File: src/master_queue_enable_consts.vh
`ifndef MASTER_QUEUE_ENABLE_CONSTS_VH
`define MASTER_QUEUE_ENABLE_CONSTS_VH

// =============================================================
// register offsets
`define MQE_OFS_112_127 16'h0150
`define MQE_OFS_96_111 16'h0152
`define MQE_OFS_80_95 16'h0154
`define MQE_OFS_64_79 16'h0156
`define MQE_OFS_48_63 16'h0158
`define MQE_OFS_32_47 16'h015A
`define MQE_OFS_16_31 16'h015C
`define MQE_OFS_0_15 16'h015E

// =============================================================
// layout and reset
`define MQE_BASE_OFS 16'h0150
`define MQE_OFS_STEP 2
`define MQE_WORDS 8
`define MQE_WORD_W 16
`define MQE_QUEUES 128
`define MQE_RESET 16'h0000
`define MQE_FIELD_LSB 0

`endif

File: src/queue_enable_word.v
`timescale 1ns/1ps
// =============================================================
// one 16-bit read/write enable word
module queue_enable_word #(
   parameter WIDTH = 16
) (
   input wire clk_i,
   input wire rst_n_i,
   input wire ce_i,
   input wire wr_i,
   input wire [WIDTH-1:0] wdata_i,
   output wire [WIDTH-1:0] value_o
);
   reg [WIDTH-1:0] word_q;

   always @(posedge clk_i) begin
      if (!rst_n_i) begin
         word_q <= {WIDTH{1'b0}};
      end else if (ce_i && wr_i) begin
         word_q <= wdata_i;
      end
   end

   assign value_o = word_q;
endmodule

File: src/queue_enable_decode.v
`timescale 1ns/1ps
`include "master_queue_enable_consts.vh"
// =============================================================
// offset to word index; word 0 maps to the highest queues
module queue_enable_decode (
   input wire [15:0] addr_i,
   output reg hit_o,
   output reg [2:0] idx_o
);
   reg [15:0] rel;

   always @* begin
      rel = addr_i - `MQE_BASE_OFS;
      hit_o = (addr_i >= `MQE_BASE_OFS) && (rel[15:4] == 12'h000)
         && (rel[0] == 1'b0);
      idx_o = rel[3:1];
   end
endmodule

File: src/master_queue_enable_bank.v
// Notes on behaviour
// - word at 0152h holds queues 96..111
// - word at 0154h holds queues 80..95
// - word at 0156h holds queues 64..79
// - word at 0158h holds queues 48..63
// - word at 015Ah holds queues 32..47
// - set bit enables queue; clear disables
// - 0150h, 015Ch, 015Eh hold remaining queues
//
// Decided for this implementation: the plain strobed port.
`timescale 1ns/1ps
`include "master_queue_enable_consts.vh"
module master_queue_enable_bank #(
   parameter WORD_W = 16,
   parameter WORDS = 8
) (
   input wire CLK_SYS_I,
   input wire RST_N_I,
   input wire CE_I,
   input wire [15:0] ADDR_I,
   input wire [WORD_W-1:0] WDATA_I,
   input wire WR_I,
   input wire RD_I,
   output reg [WORD_W-1:0] RDATA_O,
   output wire [WORD_W*WORDS-1:0] QUEUE_ENABLE_O
);
   // =============================================================
   // address decode
   wire hit;
   wire [2:0] idx;
   wire wr_take;
   wire rd_take;
   reg [WORDS-1:0] wr_sel;
   wire [WORD_W-1:0] word_val [0:WORDS-1];

   // odd offsets and offsets outside the bank miss
   // the bank answers every read made with the enable high in the next cycle; no wait states
   queue_enable_decode u_dec (
      .addr_i(ADDR_I),
      .hit_o(hit),
      .idx_o(idx)
   );

   // =============================================================
   // word indices; lowest offset holds the top queues
   // queues 112..127
   localparam [2:0] IDX_112_127 = 3'h0;

   localparam [2:0] IDX_96_111 = 3'h1;

   localparam [2:0] IDX_80_95 = 3'h2;

   localparam [2:0] IDX_64_79 = 3'h3;

   localparam [2:0] IDX_48_63 = 3'h4;

   localparam [2:0] IDX_32_47 = 3'h5;

   localparam [2:0] IDX_16_31 = 3'h6;

   localparam [2:0] IDX_0_15 = 3'h7;

   // =============================================================
   // register offsets
   // even byte offsets, one 16-bit word each
   // queues 112..127
   localparam [15:0] OFS_112_127 = `MQE_OFS_112_127;

   localparam [15:0] OFS_96_111 = `MQE_OFS_96_111;

   localparam [15:0] OFS_80_95 = `MQE_OFS_80_95;

   localparam [15:0] OFS_64_79 = `MQE_OFS_64_79;

   localparam [15:0] OFS_48_63 = `MQE_OFS_48_63;

   localparam [15:0] OFS_32_47 = `MQE_OFS_32_47;

   localparam [15:0] OFS_16_31 = `MQE_OFS_16_31;

   localparam [15:0] OFS_0_15 = `MQE_OFS_0_15;

   // =============================================================
   // access qualification
   // odd or unmapped offsets: write dropped, read returns zero
   // the enable gates the strobes here and again in each word
   assign wr_take = CE_I && WR_I && hit;
   assign rd_take = CE_I && RD_I && hit;

   // =============================================================
   // write select by offset, one-hot over the words
   // a missed offset leaves all selects low
   always @* begin
      wr_sel = {WORDS{1'b0}};
      if (wr_take) begin
         case (ADDR_I)
            OFS_112_127: begin
               wr_sel[IDX_112_127] = 1'b1;
            end

            OFS_96_111: begin
               wr_sel[IDX_96_111] = 1'b1;
            end

            OFS_80_95: begin
               wr_sel[IDX_80_95] = 1'b1;
            end

            OFS_64_79: begin
               wr_sel[IDX_64_79] = 1'b1;
            end

            OFS_48_63: begin
               wr_sel[IDX_48_63] = 1'b1;
            end

            OFS_32_47: begin
               wr_sel[IDX_32_47] = 1'b1;
            end

            OFS_16_31: begin
               wr_sel[IDX_16_31] = 1'b1;
            end

            OFS_0_15: begin
               wr_sel[IDX_0_15] = 1'b1;
            end

            default: begin
               wr_sel = {WORDS{1'b0}};
            end
         endcase
      end
   end

   // =============================================================
   // storage, one flip-flop word per register
   // reset is not gated by the enable, so a frozen bank still clears
   // wr_sel is already qualified by the enable and the decode
   genvar g;

   generate
      for (g = 0; g < WORDS; g = g + 1) begin : g_word
         queue_enable_word #(
            .WIDTH(WORD_W)
         ) u_word (
            .clk_i(CLK_SYS_I),
            .rst_n_i(RST_N_I),
            .ce_i(CE_I),
            .wr_i(wr_sel[g]),
            .wdata_i(WDATA_I),
            .value_o(word_val[g])
         );
      end
   endgenerate

   // =============================================================
   // named views of the words
   // names by queue range, read by the read select
   wire [WORD_W-1:0] queue_enable_word_112_127;
   wire [WORD_W-1:0] queue_enable_word_96_111;
   wire [WORD_W-1:0] queue_enable_word_80_95;
   wire [WORD_W-1:0] queue_enable_word_64_79;
   wire [WORD_W-1:0] queue_enable_word_48_63;
   wire [WORD_W-1:0] queue_enable_word_32_47;
   wire [WORD_W-1:0] queue_enable_word_16_31;
   wire [WORD_W-1:0] queue_enable_word_0_15;

   assign queue_enable_word_112_127 = word_val[IDX_112_127];

   assign queue_enable_word_96_111 = word_val[IDX_96_111];

   assign queue_enable_word_80_95 = word_val[IDX_80_95];

   assign queue_enable_word_64_79 = word_val[IDX_64_79];

   assign queue_enable_word_48_63 = word_val[IDX_48_63];

   assign queue_enable_word_32_47 = word_val[IDX_32_47];

   assign queue_enable_word_16_31 = word_val[IDX_16_31];

   assign queue_enable_word_0_15 = word_val[IDX_0_15];

   // =============================================================
   // queue vector, bit n is queue n
   // word 0 sits at the lowest offset but carries the top queues
   // no extra register here: a write shows one cycle later
   genvar n;

   generate
      for (n = 0; n < WORD_W*WORDS; n = n + 1) begin : g_queue
         // WSEL walks the words from the top, BSEL the bit inside
         localparam integer WSEL = WORDS - 1 - n / WORD_W;
         localparam integer BSEL = n % WORD_W;

         assign QUEUE_ENABLE_O[n] = word_val[WSEL][BSEL];
      end
   endgenerate

   // =============================================================
   // read select by word index
   // unmapped or odd offsets give zero, never stale data
   reg [WORD_W-1:0] rdata_d;
   reg [WORD_W-1:0] rdata_q;

   always @* begin
      rdata_d = `MQE_RESET;
      if (rd_take) begin
         case (idx)
            IDX_112_127: begin
               rdata_d = queue_enable_word_112_127;
            end

            IDX_96_111: begin
               rdata_d = queue_enable_word_96_111;
            end

            IDX_80_95: begin
               rdata_d = queue_enable_word_80_95;
            end

            IDX_64_79: begin
               rdata_d = queue_enable_word_64_79;
            end

            IDX_48_63: begin
               rdata_d = queue_enable_word_48_63;
            end

            IDX_32_47: begin
               rdata_d = queue_enable_word_32_47;
            end

            IDX_16_31: begin
               rdata_d = queue_enable_word_16_31;
            end

            IDX_0_15: begin
               rdata_d = queue_enable_word_0_15;
            end

            default: begin
               rdata_d = `MQE_RESET;
            end
         endcase
      end
   end

   // =============================================================
   // read data register, one cycle after the strobe
   // with the enable low the last value is held
   // reset clears the read data along with the words
   always @(posedge CLK_SYS_I) begin
      if (!RST_N_I) begin
         rdata_q <= `MQE_RESET;
      end else if (CE_I) begin
         rdata_q <= rdata_d;
      end
   end

   // data output straight from the read register
   always @* begin
      RDATA_O = rdata_q;
   end
endmodule

File: config.mk
export PLATFORM = sky130hd
export DESIGN_NAME = master_queue_enable_bank
export DESIGN_NICKNAME = d
export VERILOG_FILES = /design/src/queue_enable_word.v /design/src/queue_enable_decode.v /design/src/master_queue_enable_bank.v
export VERILOG_INCLUDE_DIRS = /design/src
export SDC_FILE = /design/constraint.sdc
export NUM_CORES = 1
export LEC_CHECK = 0
export ABC_CLOCK_PERIOD_IN_PS = 3600
export BUFFER_PORTS_ARGS = -buffer_cell sky130_fd_sc_hd__buf_2
export CAP_MARGIN = 20
export CORE_MARGIN = 5
export CORE_UTILIZATION = 25
export CTS_BUF_LIST = sky130_fd_sc_hd__clkbuf_8
export CTS_CLUSTER_SIZE = 10
export DETAILED_ROUTE_END_ITERATION = 8
export PLACE_DENSITY = 0.43
export SYNTH_ARGS = -nofsm -noshare
export SYNTH_HDL_FRONTEND = slang
export SYNTH_SLANG_ARGS = --single-unit
File: constraint.sdc
create_clock -name CLK_SYS_I -period 3.6 [get_ports CLK_SYS_I]
set_input_delay 0.36 -clock CLK_SYS_I [delete_from_list [all_inputs] [get_ports CLK_SYS_I]]
set_output_delay 0.36 -clock CLK_SYS_I [all_outputs]
set_load 0.05 [all_outputs]
==> impl_metrics.tcl, run 1 <==
set metrics [dict create \
    port_buffers 180 \
    cts_buffer_depth 2 \
    synth.top_cells.by_area "dfxtp_1, nand3_1, a21oi_1, o21ai_1, mux2i_1" \
    grt_max_degree 129 \
    synthArstFlopShare_pct 0 \
    cts_resized 0 \
    numCtsBuffers 17 \
    synth_cell_types 41 \
    slew_violations 0 \
    avgSynthCellArea_um2 8.12 \
    crit_start "ADDR_I[15]" \
    combPwrFrac_pct 7.6 \
    postCtsSetupRepairBufs 0 \
    drive_gt1_share_pct 25.2 \
    timing.rr.end "RDATA_O[15]$_SDFFE_PN0P_" \
    drtIter0Drc 788 \
    setup_slack_ns 1.40 \
    start_kind "input pin" \
    io_pins 181 \
    die-area_um2 30500 \
    drt-total-wl_mm 32.8 \
    clock_latency_ns 0.46 \
    synth.largest_area_cell "dfxtp_1" \
    cts_sinks 144 \
    relSlewSlack_pct 45.3 \
    post-place-ws_ns 0.956 \
    busiest_layer "met2" \
    hold_path_depth 3 \
    max-cap-violations 0 \
    final_antenna_net_count 0 \
    power_leakage_nw 3.07 \
    antenna_found_initial 0 \
    grt_pass1_vias 6938 \
    tns_ns 0 \
    fin_crit_ns 2.20 \
    grt_first_pass_wirelength_mm 48.0 \
    h-tree-depth 4 \
    period_share_pct 61.0 \
    coreArea_um2 26800 \
    met1_usage_pct 29.4 \
    p_sw_uw 877 \
    status "finished clean" \
    sequentialPowerShare_pct 50.9 \
    diodes 0 \
    hp-class "input pin to flop" \
    grt-ovfl-total 0 \
    syn2layout_area_growth_pct 20.7 \
    end_kind "flop" \
    initial_core_util_pct 25.3 \
    rows 60 \
    gp_congestion 0.825 \
    vias 7188 \
    tightest_slew_ns 0.821 \
    synthCells 834 \
    ctsHoldBuffers 0 \
    place_area_um2 7790 \
    synth_nets 871 \
    grtUsageMet3_pct 3.91 \
    dr.pass1.iters 6 \
    fmax_mhz 455 \
    multi_input_area_um2 3330 \
    fillerInstances 2928 \
    power.share.clock_pct 41.5 \
    die_height_um 175 \
    root_buffer "clkbuf_8" \
    cts_tree "done" \
    grt_setup_unrepaired "false" \
    cp.arrival_ns 2.51 \
    reg2reg_from "g_word[7].u_word.value_o[15]$_SDFFE_PN0P_" \
    worstPathMaxFanout 76 \
    critical_path_required_ns 3.91 \
    synthFlopType "dfxtp_1" \
    r2r_setup_slack_ns 1.97 \
    design_area_um2 8170 \
    yosysWarnings 0 \
    final_common_cell "buf_2" \
    peakVddDrop_mv 0.177 \
    fin_nets 988 \
    dp_hpwl_mm 22.3 \
    post_drt_wl_per_cell_um 25.1 \
    setup-violations-final 0 \
    hold_viol_final 0 \
    min_delay_worst_endpoint "g_word[1].u_word.value_o[15]$_SDFFE_PN0P_" \
    crit_type "input pin to flop" \
    rr_worst_depth 4 \
    synth_top_cell_area_share_pct 42.6 \
    final_cell_mix "buf_2, nand3_1, dfxtp_1" \
    clkTransAtPathRegs_ns 0.09 \
    grt_use_met2_pct 31.9 \
    p_int_mw 2.25 \
    power.density_nw_per_um2 383 \
    hold_start "WDATA_I[15]" \
    routed_via_density 5.51 \
    drc 0 \
    clock_skew_ns 0.0137 \
    grtUsageTotal_pct 20.6 \
    synth_edf_count 0 \
    p_sw_share_pct 28.1 \
    seq_area_um2 2880 \
    syn_area_um2 6770 \
    synth-seq-cells 144 \
    ys_seq_area_share_pct 42.6 \
    die_w_um 175 \
]
-- worst max-delay path, stage by stage --
cell,delay (ns)
buf_2,0.10
or4_4,0.55
or4_4,0.82
buf_12,0.35
o21ai_0,0.19
a21oi_1,0.08
-- kinds of logic (layout without fill, tap and decap cells) --
group / Yosys count / in the layout / share of synthesized area (%)
flops: 144 / 144 / 42.6
mux: 35 / 35 / 5.56
simple gates: 211 / 211 / 16.4
buf+inv: 117 / 247 / 8.34
compound gates: 327 / 327 / 27.1
-- area by class of cell --
cell class                 count  area share, %
sequential                   144           35.3
inverter                      14          0.674
tap                          341           5.22
multi-input combinational    573           40.7
clock buffer                  20           3.37
clock inverter                12           1.33
timing repair buffer         201           13.4
-- power by group through the flow --
stage / Combinational, mW / Sequential (mW) / Clock [mW]
finish: 0.239 / 1.59 / 1.30
global route: 0.250 / 1.59 / 1.39
CTS: 0.236 / 1.59 / 1.32
detailed placement: 0.236 / 1.63 / 0
global placement: 0.236 / 1.63 / 0
floorplan: 0.132 / 1.63 / 0
-- flip-flops by register name (all words and copies together) (netlist names) --
name                   cells
g_word.u_word.value_o    128
RDATA_O                   16
-- metal layers --
metal | up-vias | part of all wire (%)
met1 | 3549 | 46
li1 | 3318 | -
met5 | - | 0
met2 | 290 | 46
met3 | 31 | 6.2
met4 | 0 | 2.0
-- cell usage after synthesis (3+ instances only) --
| cell | count |
|---|---|
| o21ai_1 | 120 |
| o41ai_1 | 16 |
| clkbuf_1 | 66 |
| o32ai_1 | 14 |
| nand3_1 | 147 |
| o22ai_1 | 20 |
| nor3_1 | 4 |
| buf_6 | 13 |
| nand2_1 | 12 |
| buf_2 | 22 |
| nor2_1 | 9 |
| a21oi_1 | 128 |
| mux2i_1 | 32 |
| o21ai_0 | 13 |
| a221oi_1 | 7 |
| or3_1 | 3 |
| nand2b_1 | 9 |
| dfxtp_1 | 144 |
| nor2b_1 | 11 |
| inv_1 | 13 |
| nand4b_1 | 3 |
-- metrics by stage --
stage / power, mW / cells / util [%] / hold WS (ns)
floorplan: 1.76 / 834 / - / 0.691
detailed placement: 1.86 / 1273 / 29.1 / 0.463
global placement: 1.86 / 1273 / 29.1 / 0.463
finish: 3.13 / 1305 / 30.5 / 0.258
CTS: 3.14 / 1305 / 30.5 / 0.242
global route: 3.23 / 1305 / 30.5 / 0.267
-- how the worst max path moves through the flow --
stage	to	cells after the start
finish	g_word[5].u_word.value_o[1]$_SDFFE_PN0P_	6
floorplan	g_word[0].u_word.value_o[10]$_SDFFE_PN0P_	6
global placement	g_word[5].u_word.value_o[1]$_SDFFE_PN0P_	6
detailed placement	g_word[5].u_word.value_o[1]$_SDFFE_PN0P_	6
CTS	g_word[5].u_word.value_o[1]$_SDFFE_PN0P_	6
global route	g_word[0].u_word.value_o[2]$_SDFFE_PN0P_	6
(Power assumes the default switching activity.)
==> run 2, diff against run 1 <==
ABC_CLOCK_PERIOD_IN_PS = 2200   (was 3600)
clock period = 2.2 ns   (was 3.6 ns; I/O delays follow)
==> impl_metrics.tcl, run 2 (synthesis results as in run 1) <==
set metrics [dict create \
    end_kind "flop" \
    numCtsBuffers 17 \
    fillerInstances 2870 \
    worstPathMaxFanout 33 \
    drt-total-wl_mm 32.9 \
    port_buffers 180 \
    start_kind "input pin" \
    clock_latency_ns 0.47 \
    ctsHoldBuffers 0 \
    syn2layout_area_growth_pct 26.3 \
    root_buffer "clkbuf_8" \
    grt_setup_unrepaired "false" \
    slew_violations 0 \
    max-cap-violations 0 \
    clock_skew_ns 0.0182 \
    critical_path_required_ns 2.60 \
    postCtsSetupRepairBufs 0 \
    post_drt_wl_per_cell_um 24.5 \
    dp_hpwl_mm 23.4 \
    period_share_pct 76.1 \
    power_leakage_nw 3.27 \
    clkTransAtPathRegs_ns 0.09 \
    grtUsageTotal_pct 20.8 \
    grt_first_pass_wirelength_mm 47.8 \
    die_w_um 175 \
    routed_via_density 5.40 \
    fin_crit_ns 1.68 \
    fin_util_pct 31.9 \
    die-area_um2 30500 \
    dr.pass1.iters 5 \
    rr_worst_depth 5 \
    power.density_nw_per_um2 602 \
    initial_core_util_pct 25.3 \
    r2r_setup_slack_ns 0.59 \
    h-tree-depth 4 \
    tightest_slew_ns 0.728 \
    hold_start "WDATA_I[15]" \
    reg2reg_from "g_word[5].u_word.value_o[15]$_SDFFE_PN0P_" \
    final_cell_mix "buf_2, nand3_1, dfxtp_1" \
    whs_ns 0.121 \
    crit_type "input pin to flop" \
    hold_path_depth 3 \
    min_delay_worst_endpoint "g_word[1].u_word.value_o[15]$_SDFFE_PN0P_" \
    cts_tree "done" \
    largest_reg_flops 128 \
    relSlewSlack_pct 51.5 \
    diodes 0 \
    antenna_found_initial 0 \
    coreArea_um2 26800 \
    rows 60 \
    drive_gt1_share_pct 27.8 \
    die_height_um 175 \
    hold_viol_final 0 \
    drtIter0Drc 672 \
    fmax_mhz 597 \
    vias 7247 \
    hp-class "input pin to flop" \
    fin_nets 1024 \
    tns_ns 0 \
    peakVddDrop_mv 0.295 \
    grt-ovfl-total 0 \
    final_common_cell "buf_2" \
    cp.arrival_ns 2.07 \
    final_antenna_net_count 0 \
    setup-violations-final 0 \
    drc 0 \
    status "finished clean" \
    cts_resized 0 \
    cts_sinks 144 \
    io_pins 181 \
    timing.rr.end "RDATA_O[15]$_SDFFE_PN0P_" \
    cts_buffer_depth 2 \
    grt_max_degree 50 \
    grt_pass1_vias 6842 \
    gp_congestion 0.879 \
]
-- run 2: cell count changes in the layout (fill, tap and decap cells not counted), sizes merged --
cell and delta:
clkbuf -3, bufinv +1, clkinv +1, clkinvlp +1, buf +36
-- run 2: routing by layer --
metal  part of all wire [%]  track usage (%)
met5                      0                0
met4                    2.1             5.79
met3                    6.6             5.05
met2                     45             31.7
met1                     46             29.5
-- run 2: through the flow --
| step | cells | setup WS (ns) | cell area [µm²] | power (mW) |
|---|---|---|---|---|
| final | 1341 | 0.525 | 8550 | 5.15 |
| after floorplan | 834 | 0.306 | 6770 | 2.88 |
| after global routing | 1341 | 0.417 | 8550 | 5.33 |
| after CTS | 1341 | 0.574 | 8550 | 5.20 |
| after detailed placement | 1309 | 0.0724 | 8170 | 3.09 |
| after global placement | 1309 | 0.0591 | 8170 | 3.09 |
-- run 2: area by class of cell --
class	instances	area [µm²]	share of cell area, %
Clock buffer	17	234	2.74
Tap cell	341	427	4.99
Inverter	14	55.1	0.644
Multi-Input combinational cell	573	3330	38.9
Timing Repair Buffer	237	1480	17.3
Sequential cell	144	2880	33.7
Clock inverter	15	146	1.71
-- run 2: worst max path at each step --
stage	startpoint	endpoint	cells past startpoint
3_5_place_dp	ADDR_I[15]	g_word[5].u_word.value_o[5]$_SDFFE_PN0P_	6
2_1_floorplan	ADDR_I[15]	g_word[0].u_word.value_o[10]$_SDFFE_PN0P_	6
6_report	ADDR_I[15]	g_word[3].u_word.value_o[13]$_SDFFE_PN0P_	8
4_1_cts	ADDR_I[15]	g_word[3].u_word.value_o[7]$_SDFFE_PN0P_	8
3_3_place_gp	ADDR_I[15]	g_word[5].u_word.value_o[0]$_SDFFE_PN0P_	6
5_1_grt	ADDR_I[15]	g_word[1].u_word.value_o[3]$_SDFFE_PN0P_	8
-- run 2: worst max-delay path, stage by stage --
cell and delay, ns:
buf_2 0.10, or4_4 0.53, buf_4 0.16, nor4_2 0.26, buf_4 0.30, buf_12 0.23
nand3_1 0.10, a21oi_1 0.16
-- run 2: where the power goes --
group	internal [mW]	switching, mW	leakage [nW]
clock	0.999	1.12	0.193
combinational	0.121	0.307	1.92
sequential	2.60	0.0000115	1.16
total	3.72	1.43	3.27
